===== src/verilog/sfir_pkg.sv =====
// shared constants for the serial flash event mask, raw status and clear block
package sfir_pkg;

  // register byte offsets
  localparam logic [7:0] SFIR_BURST_CFG_OFS  = 8'h28;
  localparam logic [7:0] SFIR_GATED_OFS      = 8'h2c;
  localparam logic [7:0] SFIR_MASK_OFS       = 8'h30;
  localparam logic [7:0] SFIR_RAW_OFS        = 8'h34;
  localparam logic [7:0] SFIR_CLEAR_OFS      = 8'h38;

  // event bit positions
  localparam int SFIR_NUM_EVENTS             = 12;
  localparam int SFIR_TX_OVERRUN_BIT         = 11;
  localparam int SFIR_TX_UNDERRUN_BIT        = 10;
  localparam int SFIR_RX_OVERRUN_BIT         = 9;
  localparam int SFIR_RX_UNDERRUN_BIT        = 8;
  localparam int SFIR_TX_FULL_BIT            = 7;
  localparam int SFIR_TX_VACANT_BIT          = 6;
  localparam int SFIR_RX_FULL_BIT            = 5;
  localparam int SFIR_RX_VACANT_BIT          = 4;
  localparam int SFIR_TX_BURST_BIT           = 3;
  localparam int SFIR_RX_BURST_BIT           = 2;
  localparam int SFIR_IDLE_BIT               = 1;
  localparam int SFIR_COMPLETION_BIT         = 0;

  // burst configuration fields
  localparam int SFIR_TX_BURST_LSB           = 12;
  localparam int SFIR_RX_BURST_LSB           = 8;
  localparam int SFIR_BURST_SEL_W            = 2;

  // clear register field
  localparam int SFIR_COMPLETION_ACK_BIT     = 0;

  // fifo geometry: eight entries, counts 0..8
  localparam int SFIR_CNT_W                  = 4;

  // burst setting code to entry count
  localparam logic [3:0] SFIR_BURST_CODE0    = 4'h1;
  localparam logic [3:0] SFIR_BURST_CODE1    = 4'h4;
  localparam logic [3:0] SFIR_BURST_CODE2    = 4'h8;
  localparam logic [3:0] SFIR_BURST_CODE3    = 4'h8;

  // values after reset
  localparam logic [11:0] SFIR_RAW_RST       = 12'h05b;
  localparam logic [11:0] SFIR_MASK_RST      = 12'hfff;
  localparam logic [1:0]  SFIR_BURST_SEL_RST = 2'h0;

  // ahb-lite encodings
  localparam logic [1:0] SFIR_HTRANS_NONSEQ  = 2'h2;
  localparam logic [2:0] SFIR_HSIZE_WORD     = 3'h2;

endpackage : sfir_pkg


===== src/verilog/sfir_top.sv =====
// serial flash event mask, raw status and clear logic with ahb-lite slave
//
// Operation
// - raw bit 11 mirrors tx fifo overflow
// - raw bit 10 mirrors tx fifo underflow
// - raw bit 9 mirrors rx fifo overflow
// - raw bit 8 mirrors rx fifo underflow
// - raw bit 7 mirrors tx fifo full
// - raw bit 6 tx fifo empty, resets 1
// - raw bit 5 mirrors rx fifo full
// - raw bit 4 rx fifo empty, resets 1
// - raw bit 3 tx room meets burst, resets 1
// - raw bit 2 rx data meets burst
// - raw bit 1 interface idle, resets 1
// - raw bit 0 transfer completed, resets 1
// - mask bit one blocks, zero passes
// - all mask bits reset to one
// - writing one to clear bit drops completion
// - writing zero to clear bit changes nothing
// - gated bit is raw and not masked
`timescale 1ns/1ps
module sfir_top
  import sfir_pkg::*;
(
  input  wire logic                  hclk,
  input  wire logic                  hresetn,
  input  wire logic                  hsel,
  input  wire logic [31:0]           haddr,
  input  wire logic [1:0]            htrans,
  input  wire logic                  hwrite,
  input  wire logic [2:0]            hsize,
  input  wire logic [31:0]           hwdata,
  input  wire logic                  hready,
  output logic                       hreadyout,
  output logic [31:0]                hrdata,
  output logic                       hresp,
  input  wire logic                  tx_fifo_overrun,
  input  wire logic                  tx_fifo_underrun,
  input  wire logic                  rx_fifo_overrun,
  input  wire logic                  rx_fifo_underrun,
  input  wire logic                  tx_fifo_full,
  input  wire logic                  tx_fifo_vacant,
  input  wire logic                  rx_fifo_full,
  input  wire logic                  rx_fifo_vacant,
  input  wire logic [SFIR_CNT_W-1:0] tx_free_count,
  input  wire logic [SFIR_CNT_W-1:0] rx_avail_count,
  input  wire logic                  xfer_idle,
  input  wire logic                  xfer_done,
  output logic [SFIR_BURST_SEL_W-1:0] tx_burst_sel,
  output logic [SFIR_BURST_SEL_W-1:0] rx_burst_sel,
  output logic [SFIR_NUM_EVENTS-1:0]  raw_flags,
  output logic                       irq
);

  // bus data phase state
  logic                        wr_pend_q;
  logic [7:0]                  wr_ofs_q;
  logic [31:0]                 rdata_q;
  logic [31:0]                 rdata_d;
  logic                        addr_take;

  // register state
  logic [SFIR_NUM_EVENTS-1:0]  mask_q;
  logic [SFIR_NUM_EVENTS-1:0]  raw_q;
  logic [SFIR_NUM_EVENTS-1:0]  raw_d;
  logic [SFIR_NUM_EVENTS-1:0]  gated;
  logic [SFIR_BURST_SEL_W-1:0] tx_burst_q;
  logic [SFIR_BURST_SEL_W-1:0] rx_burst_q;
  logic                        irq_q;
  logic                        completion_q;
  logic                        completion_d;
  logic                        completion_ack;
  logic                        tx_burst_hit;
  logic                        rx_burst_hit;

  // write strobes decoded in the data phase
  logic                        wr_mask;
  logic                        wr_burst;
  logic                        wr_clear;

  // address phase is taken on a selected nonseq word transfer
  assign addr_take = hsel && hready && (htrans == SFIR_HTRANS_NONSEQ) && (hsize == SFIR_HSIZE_WORD);

  assign wr_mask  = wr_pend_q && (wr_ofs_q == SFIR_MASK_OFS);
  assign wr_burst = wr_pend_q && (wr_ofs_q == SFIR_BURST_CFG_OFS);
  assign wr_clear = wr_pend_q && (wr_ofs_q == SFIR_CLEAR_OFS);

  // only bit 0 of the clear register acts; upper bits are ignored
  assign completion_ack = wr_clear && hwdata[SFIR_COMPLETION_ACK_BIT];

  // capture write address for the data phase
  always_ff @(posedge hclk or negedge hresetn) begin
    if (!hresetn) begin
      wr_pend_q <= 1'b0;
      wr_ofs_q  <= 8'h00;
    end else begin
      wr_pend_q <= addr_take && hwrite;
      wr_ofs_q  <= addr_take ? haddr[7:0] : wr_ofs_q;
    end
  end

  // threshold compares against the burst settings
  sfir_burst_cmp u_tx_burst (
    .burst_sel (tx_burst_q),
    .level     (tx_free_count),
    .reached   (tx_burst_hit)
  );

  sfir_burst_cmp u_rx_burst (
    .burst_sel (rx_burst_q),
    .level     (rx_avail_count),
    .reached   (rx_burst_hit)
  );

  // completion flag: a new completion wins over a same-cycle clear
  always_comb begin
    completion_d = completion_q;
    if (completion_ack) begin
      completion_d = 1'b0;
    end
    if (xfer_done) begin
      completion_d = 1'b1;
    end
  end

  always_ff @(posedge hclk or negedge hresetn) begin
    if (!hresetn) begin
      completion_q <= 1'b1;
    end else begin
      completion_q <= completion_d;
    end
  end

  // next raw flags from live conditions
  always_comb begin
    raw_d                       = '0;
    raw_d[SFIR_TX_OVERRUN_BIT]  = tx_fifo_overrun;
    raw_d[SFIR_TX_UNDERRUN_BIT] = tx_fifo_underrun;
    raw_d[SFIR_RX_OVERRUN_BIT]  = rx_fifo_overrun;
    raw_d[SFIR_RX_UNDERRUN_BIT] = rx_fifo_underrun;
    raw_d[SFIR_TX_FULL_BIT]     = tx_fifo_full;
    raw_d[SFIR_TX_VACANT_BIT]   = tx_fifo_vacant;
    raw_d[SFIR_RX_FULL_BIT]     = rx_fifo_full;
    raw_d[SFIR_RX_VACANT_BIT]   = rx_fifo_vacant;
    raw_d[SFIR_TX_BURST_BIT]    = tx_burst_hit;
    raw_d[SFIR_RX_BURST_BIT]    = rx_burst_hit;
    raw_d[SFIR_IDLE_BIT]        = xfer_idle;
    raw_d[SFIR_COMPLETION_BIT]  = completion_d;
  end

  // raw flags register, reset to the documented pattern
  always_ff @(posedge hclk or negedge hresetn) begin
    if (!hresetn) begin
      raw_q <= SFIR_RAW_RST;
    end else begin
      raw_q <= raw_d;
    end
  end

  // mask register, all sources start blocked
  always_ff @(posedge hclk or negedge hresetn) begin
    if (!hresetn) begin
      mask_q <= SFIR_MASK_RST;
    end else if (wr_mask) begin
      mask_q <= hwdata[SFIR_NUM_EVENTS-1:0];
    end
  end

  // burst settings register
  always_ff @(posedge hclk or negedge hresetn) begin
    if (!hresetn) begin
      tx_burst_q <= SFIR_BURST_SEL_RST;
      rx_burst_q <= SFIR_BURST_SEL_RST;
    end else if (wr_burst) begin
      tx_burst_q <= hwdata[SFIR_TX_BURST_LSB +: SFIR_BURST_SEL_W];
      rx_burst_q <= hwdata[SFIR_RX_BURST_LSB +: SFIR_BURST_SEL_W];
    end
  end

  // gated flags, one per event
  genvar gi;
  generate
    for (gi = 0; gi < SFIR_NUM_EVENTS; gi++) begin : g_gate
      assign gated[gi] = raw_q[gi] && !mask_q[gi];
    end
  endgenerate

  // single interrupt line
  always_ff @(posedge hclk or negedge hresetn) begin
    if (!hresetn) begin
      irq_q <= 1'b0;
    end else begin
      irq_q <= |gated;
    end
  end

  // read mux, evaluated at the address phase
  always_comb begin
    rdata_d = 32'h0000_0000;
    unique case (haddr[7:0])
      SFIR_MASK_OFS:  rdata_d[SFIR_NUM_EVENTS-1:0] = mask_q;
      SFIR_RAW_OFS:   rdata_d[SFIR_NUM_EVENTS-1:0] = raw_q;
      SFIR_GATED_OFS: rdata_d[SFIR_NUM_EVENTS-1:0] = gated;
      SFIR_BURST_CFG_OFS: begin
        rdata_d[SFIR_TX_BURST_LSB +: SFIR_BURST_SEL_W] = tx_burst_q;
        rdata_d[SFIR_RX_BURST_LSB +: SFIR_BURST_SEL_W] = rx_burst_q;
      end
      default:        rdata_d = 32'h0000_0000;
    endcase
  end

  // read data held for the data phase
  always_ff @(posedge hclk or negedge hresetn) begin
    if (!hresetn) begin
      rdata_q <= 32'h0000_0000;
    end else if (addr_take && !hwrite) begin
      rdata_q <= rdata_d;
    end
  end

  assign hreadyout    = 1'b1;
  assign hresp        = 1'b0;
  assign hrdata       = rdata_q;
  assign tx_burst_sel = tx_burst_q;
  assign rx_burst_sel = rx_burst_q;
  assign raw_flags    = raw_q;
  assign irq          = irq_q;

endmodule : sfir_top


===== src/verilog/sfir_burst_cmp.sv =====
// burst threshold compare for one fifo side
`timescale 1ns/1ps
module sfir_burst_cmp
  import sfir_pkg::*;
(
  input  wire logic [SFIR_BURST_SEL_W-1:0] burst_sel,
  input  wire logic [SFIR_CNT_W-1:0]       level,
  output logic                             reached
);

  logic [SFIR_CNT_W-1:0] burst_words;

  // decode the burst setting into a word count
  always_comb begin
    unique case (burst_sel)
      2'h0: burst_words = SFIR_BURST_CODE0;
      2'h1: burst_words = SFIR_BURST_CODE1;
      2'h2: burst_words = SFIR_BURST_CODE2;
      2'h3: burst_words = SFIR_BURST_CODE3;
    endcase
  end

  // at least one burst of room or data
  assign reached = (level >= burst_words);

endmodule : sfir_burst_cmp


===== config.mk =====
export PLATFORM = sky130hd
export DESIGN_NAME = sfir_top
export DESIGN_NICKNAME = d
export VERILOG_FILES = /design/src/verilog/sfir_pkg.sv /design/src/verilog/sfir_top.sv /design/src/verilog/sfir_burst_cmp.sv
export SDC_FILE = /design/constraint.sdc
export NUM_CORES = 1
export LEC_CHECK = 0
export BUFFER_PORTS_ARGS = -buffer_cell sky130_fd_sc_hd__buf_2
export CAP_MARGIN = 20
export CORE_UTILIZATION = 48
export CTS_CLUSTER_DIAMETER = 30
export DETAILED_ROUTE_END_ITERATION = 10
export PLACE_DENSITY = 0.85
export SLEW_MARGIN = 20
export SYNTH_ARGS = -nofsm -noshare
export SYNTH_HDL_FRONTEND = slang
export SYNTH_SLANG_ARGS = --single-unit

===== constraint.sdc =====
create_clock -name hclk -period 4 [get_ports hclk]
set_clock_uncertainty 0.05 [all_clocks]
set_input_delay 0.4 -clock hclk [delete_from_list [all_inputs] [get_ports hclk]]
set_output_delay 0.4 -clock hclk [all_outputs]
set_load 0.01 [all_outputs]

==> results.md <==
- Top_reg_cell synth: dfrtp_1
- Hold buffers post-CTS: 0
- Slew Limit Fails: 0
- Fin. Hold Viols: 0
- Via/cell ratio: 5.098
- Seq. cell area: approximately 1300 sq um
- Clk_lat worst skew: 0.30 ns
- Layout cell share with drive strength beyond 1: 44.82%
- Netlist cell types: 36
- WL/cell: 14.80 microns
- Gr ovfl total: 0
- Crit path DAT: 2.33 ns
- Post-route setup TNS: 0 ns
- # rows: 26
- GPL Wtd Cong: 0.8074
- Min-delay src: xfer_idle
- Crit end category: register
- ANT cells: 0
- Die area: 5721 sq um
- Clk buf depth: 2
- Largest net degree at the start of global routing: 53
- Pre-antenna DRT Iters: 4
- Initial Util: 50.31%
- Peak supply drop: 0.1910 mV
- Worst hold path class: in -> reg
- Worst Tran Pin Value: between 0.6 and 0.7 ns
- Post_cts resized: 0
- Area of the multi-input gates: 1117 sq um
- Clk pin slew, worst setup/hold paths: 0.09 ns
- Pleak: around 1.5 nW
- Worst Setup SP: wr_ofs_q[6]
- Crit Path Category: reg -> reg
- Max FO, Critical Path: 12
- Core ar.: 5172 sq um
- Fillers: 445
- Detailed Route WL: 5.461 mm
- RR Startpoint: wr_ofs_q[6]
- Clock root buffer: clkbuf_8
- Dpl cells: 361
- Final net count: approximately 400
- Chip height: 75.64 microns
- Async S/R FF share, synth: 100.0%
- GRT Overall Usage: a little over a fifth
- Warnings from Yosys: 0
- Final instance area: between 3000 and 4000 sq um
- Syn_area_per_cell: around 12 sq um
- Final setup fails: 0
- Maxcap violations: 0
- Area delta synth->final: 17.93%
- Final critical-path required period: 2.142 ns
- First-pass GRT wire length: 8.666 mm
- IO Pins: 143
- Area after DPL: about 3000 sq um
- Register area share after synthesis: 50.82%
- I/O Buffers: 80
- Slew margin rel.: a little under three fifths
- Initial antenna violation count: 0
- RSZ-0062 raised after global routing: false
- Fmax: 466.8 MHz
- Clock sink count: 52
- Status: finished clean
- Fin cells: 369
- TritonCTS Buffers: 5
- Post-synth EDFFs: 0
- Die W: 75.64 microns
- Initial DRC count: 79
- Crit path launch type: register
- Syn Inst Count: 220
- Power density over the cells: 346.3 nW/um^2
- DP HPWL: 4.053 mm
- DRT antenna net count: 0
- Via Count: 1881
- Setup Buffers After CTS: 0
- Final hold slack: 0.1288 ns
- Period utilization: a little over half
- Via count of the first global-routing pass: between 1500 and 2000
- Register bit total from synthesis: 52
- CP required: between 4 and 5 ns
- TritonCTS clock tree: done
- Synthesized area: ~2600 sq um
- H-tree depth: 2
- Drt drc: 0
==> worst paths after layout <==
check                             endpoint  slack [ns]  cells past startpoint
setup / recovery                 mask_q[9]        1.86                      4
hold / removal                raw_flags[1]        0.13                      1
setup reg to reg                 mask_q[9]        1.86                      4
hold reg to reg                  hrdata[2]        0.44                      2
max in group asynchronous  tx_burst_sel[0]        3.34                      2
min in group asynchronous    raw_flags[10]        0.14                      2
==> cell families after synthesis <==
family                   Yosys count  share of synthesized area (%)
AND/OR/NAND/NOR                   53                          11.92
flip-flops                        52                          50.82
multiplexers                      38                          15.77
buffers and inverters             35                          8.846
AO/OA/AOI/OAI                     34                          9.472
adder cells (fa/ha/maj)            6                          2.885
other                              2                         0.2886
==> cell usage after synthesis, types with 4 or more instances <==
library cell   n  area [sq um]
nand3b_1       4         30.03
mux2i_1       14         140.1
o21ai_0       13         65.06
buf_2          4         20.02
nor4_1         4         25.02
nor2_1         5         18.77
mux2_2        24         270.3
ha_1           6         75.07
dfrtp_1       35         875.8
o22a_1         9         78.83
nand2_1       16         60.06
dfstp_2       17         446.7
nand2b_1      10         62.56
inv_1          7         26.28
buf_4         21         157.7
==> metal layers <==
layer / vias to the layer above / global-route usage, % / share of wire [%]
met5: - / 0 / 0
met4: 0 / 9.671 / 2.8
met3: 16 / 5.952 / 6.0
met2: 72 / 35.42 / 50
met1: 896 / 25.04 / 41
li1: 897 / - / -
==> critical path, cell delays in order (launching register included) <==
cell and delay [ns]:
dfrtp_1 0.39, nand4bb_1 0.18, nor4_1 0.41, nand3b_1 0.57, mux2_2 0.47
==> flip-flops by register name, summed over array words and instances (netlist names) <==
name and count:
tx_burst_sel 2, hrdata 14, wr_ofs_q 8, rx_burst_sel 2, wr_pend_q 1, mask_q 12, irq 1, raw_flags 12
==> stage by stage <==
step	power (mW)	utilization [%]	worst slack, ns
floorplan	0.6719	-	2.216
global route	1.113	59.34	1.699
global placement	0.7127	57.26	1.864
CTS	1.073	59.34	1.872
finish	1.063	59.34	1.858
detailed placement	0.7201	57.26	1.827
==> power by group <==
group	internal (mW)	switching [mW]
clock network	0.186	0.166
logic	0.0637	0.0685
registers	0.559	0.0198
==> placed cells by master (no fill, tap or decap), drive strengths merged, types with 2 or more instances in the layout <==
cell / Yosys / layout
buf: 27 / 81
o22a: 9 / 9
o32a: 3 / 3
nand2b: 10 / 10
a21boi: 2 / 2
nand4: 3 / 3
nor2: 5 / 5
o21ai: 15 / 15
mux2i: 14 / 14
inv: 7 / 7
nand3b: 4 / 4
dfrtp: 35 / 35
mux2: 24 / 24
ha: 6 / 6
nand2: 16 / 16
nor2b: 2 / 2
clkbuf: 1 / 6
nor4: 4 / 4
dfstp: 17 / 17
a22o: 2 / 2
conb: 2 / 20
==> layout make-up <==
cell class                 instances  area share (%)
clock inverter                     2           1.141
multi-input combinational        151           36.40
sequential                        52           43.09
clock buffer                       6           2.364
timing repair buffer              81           13.29
tap                               70           2.854
inverter                           7          0.8561
(Power assumes the default switching activity.)
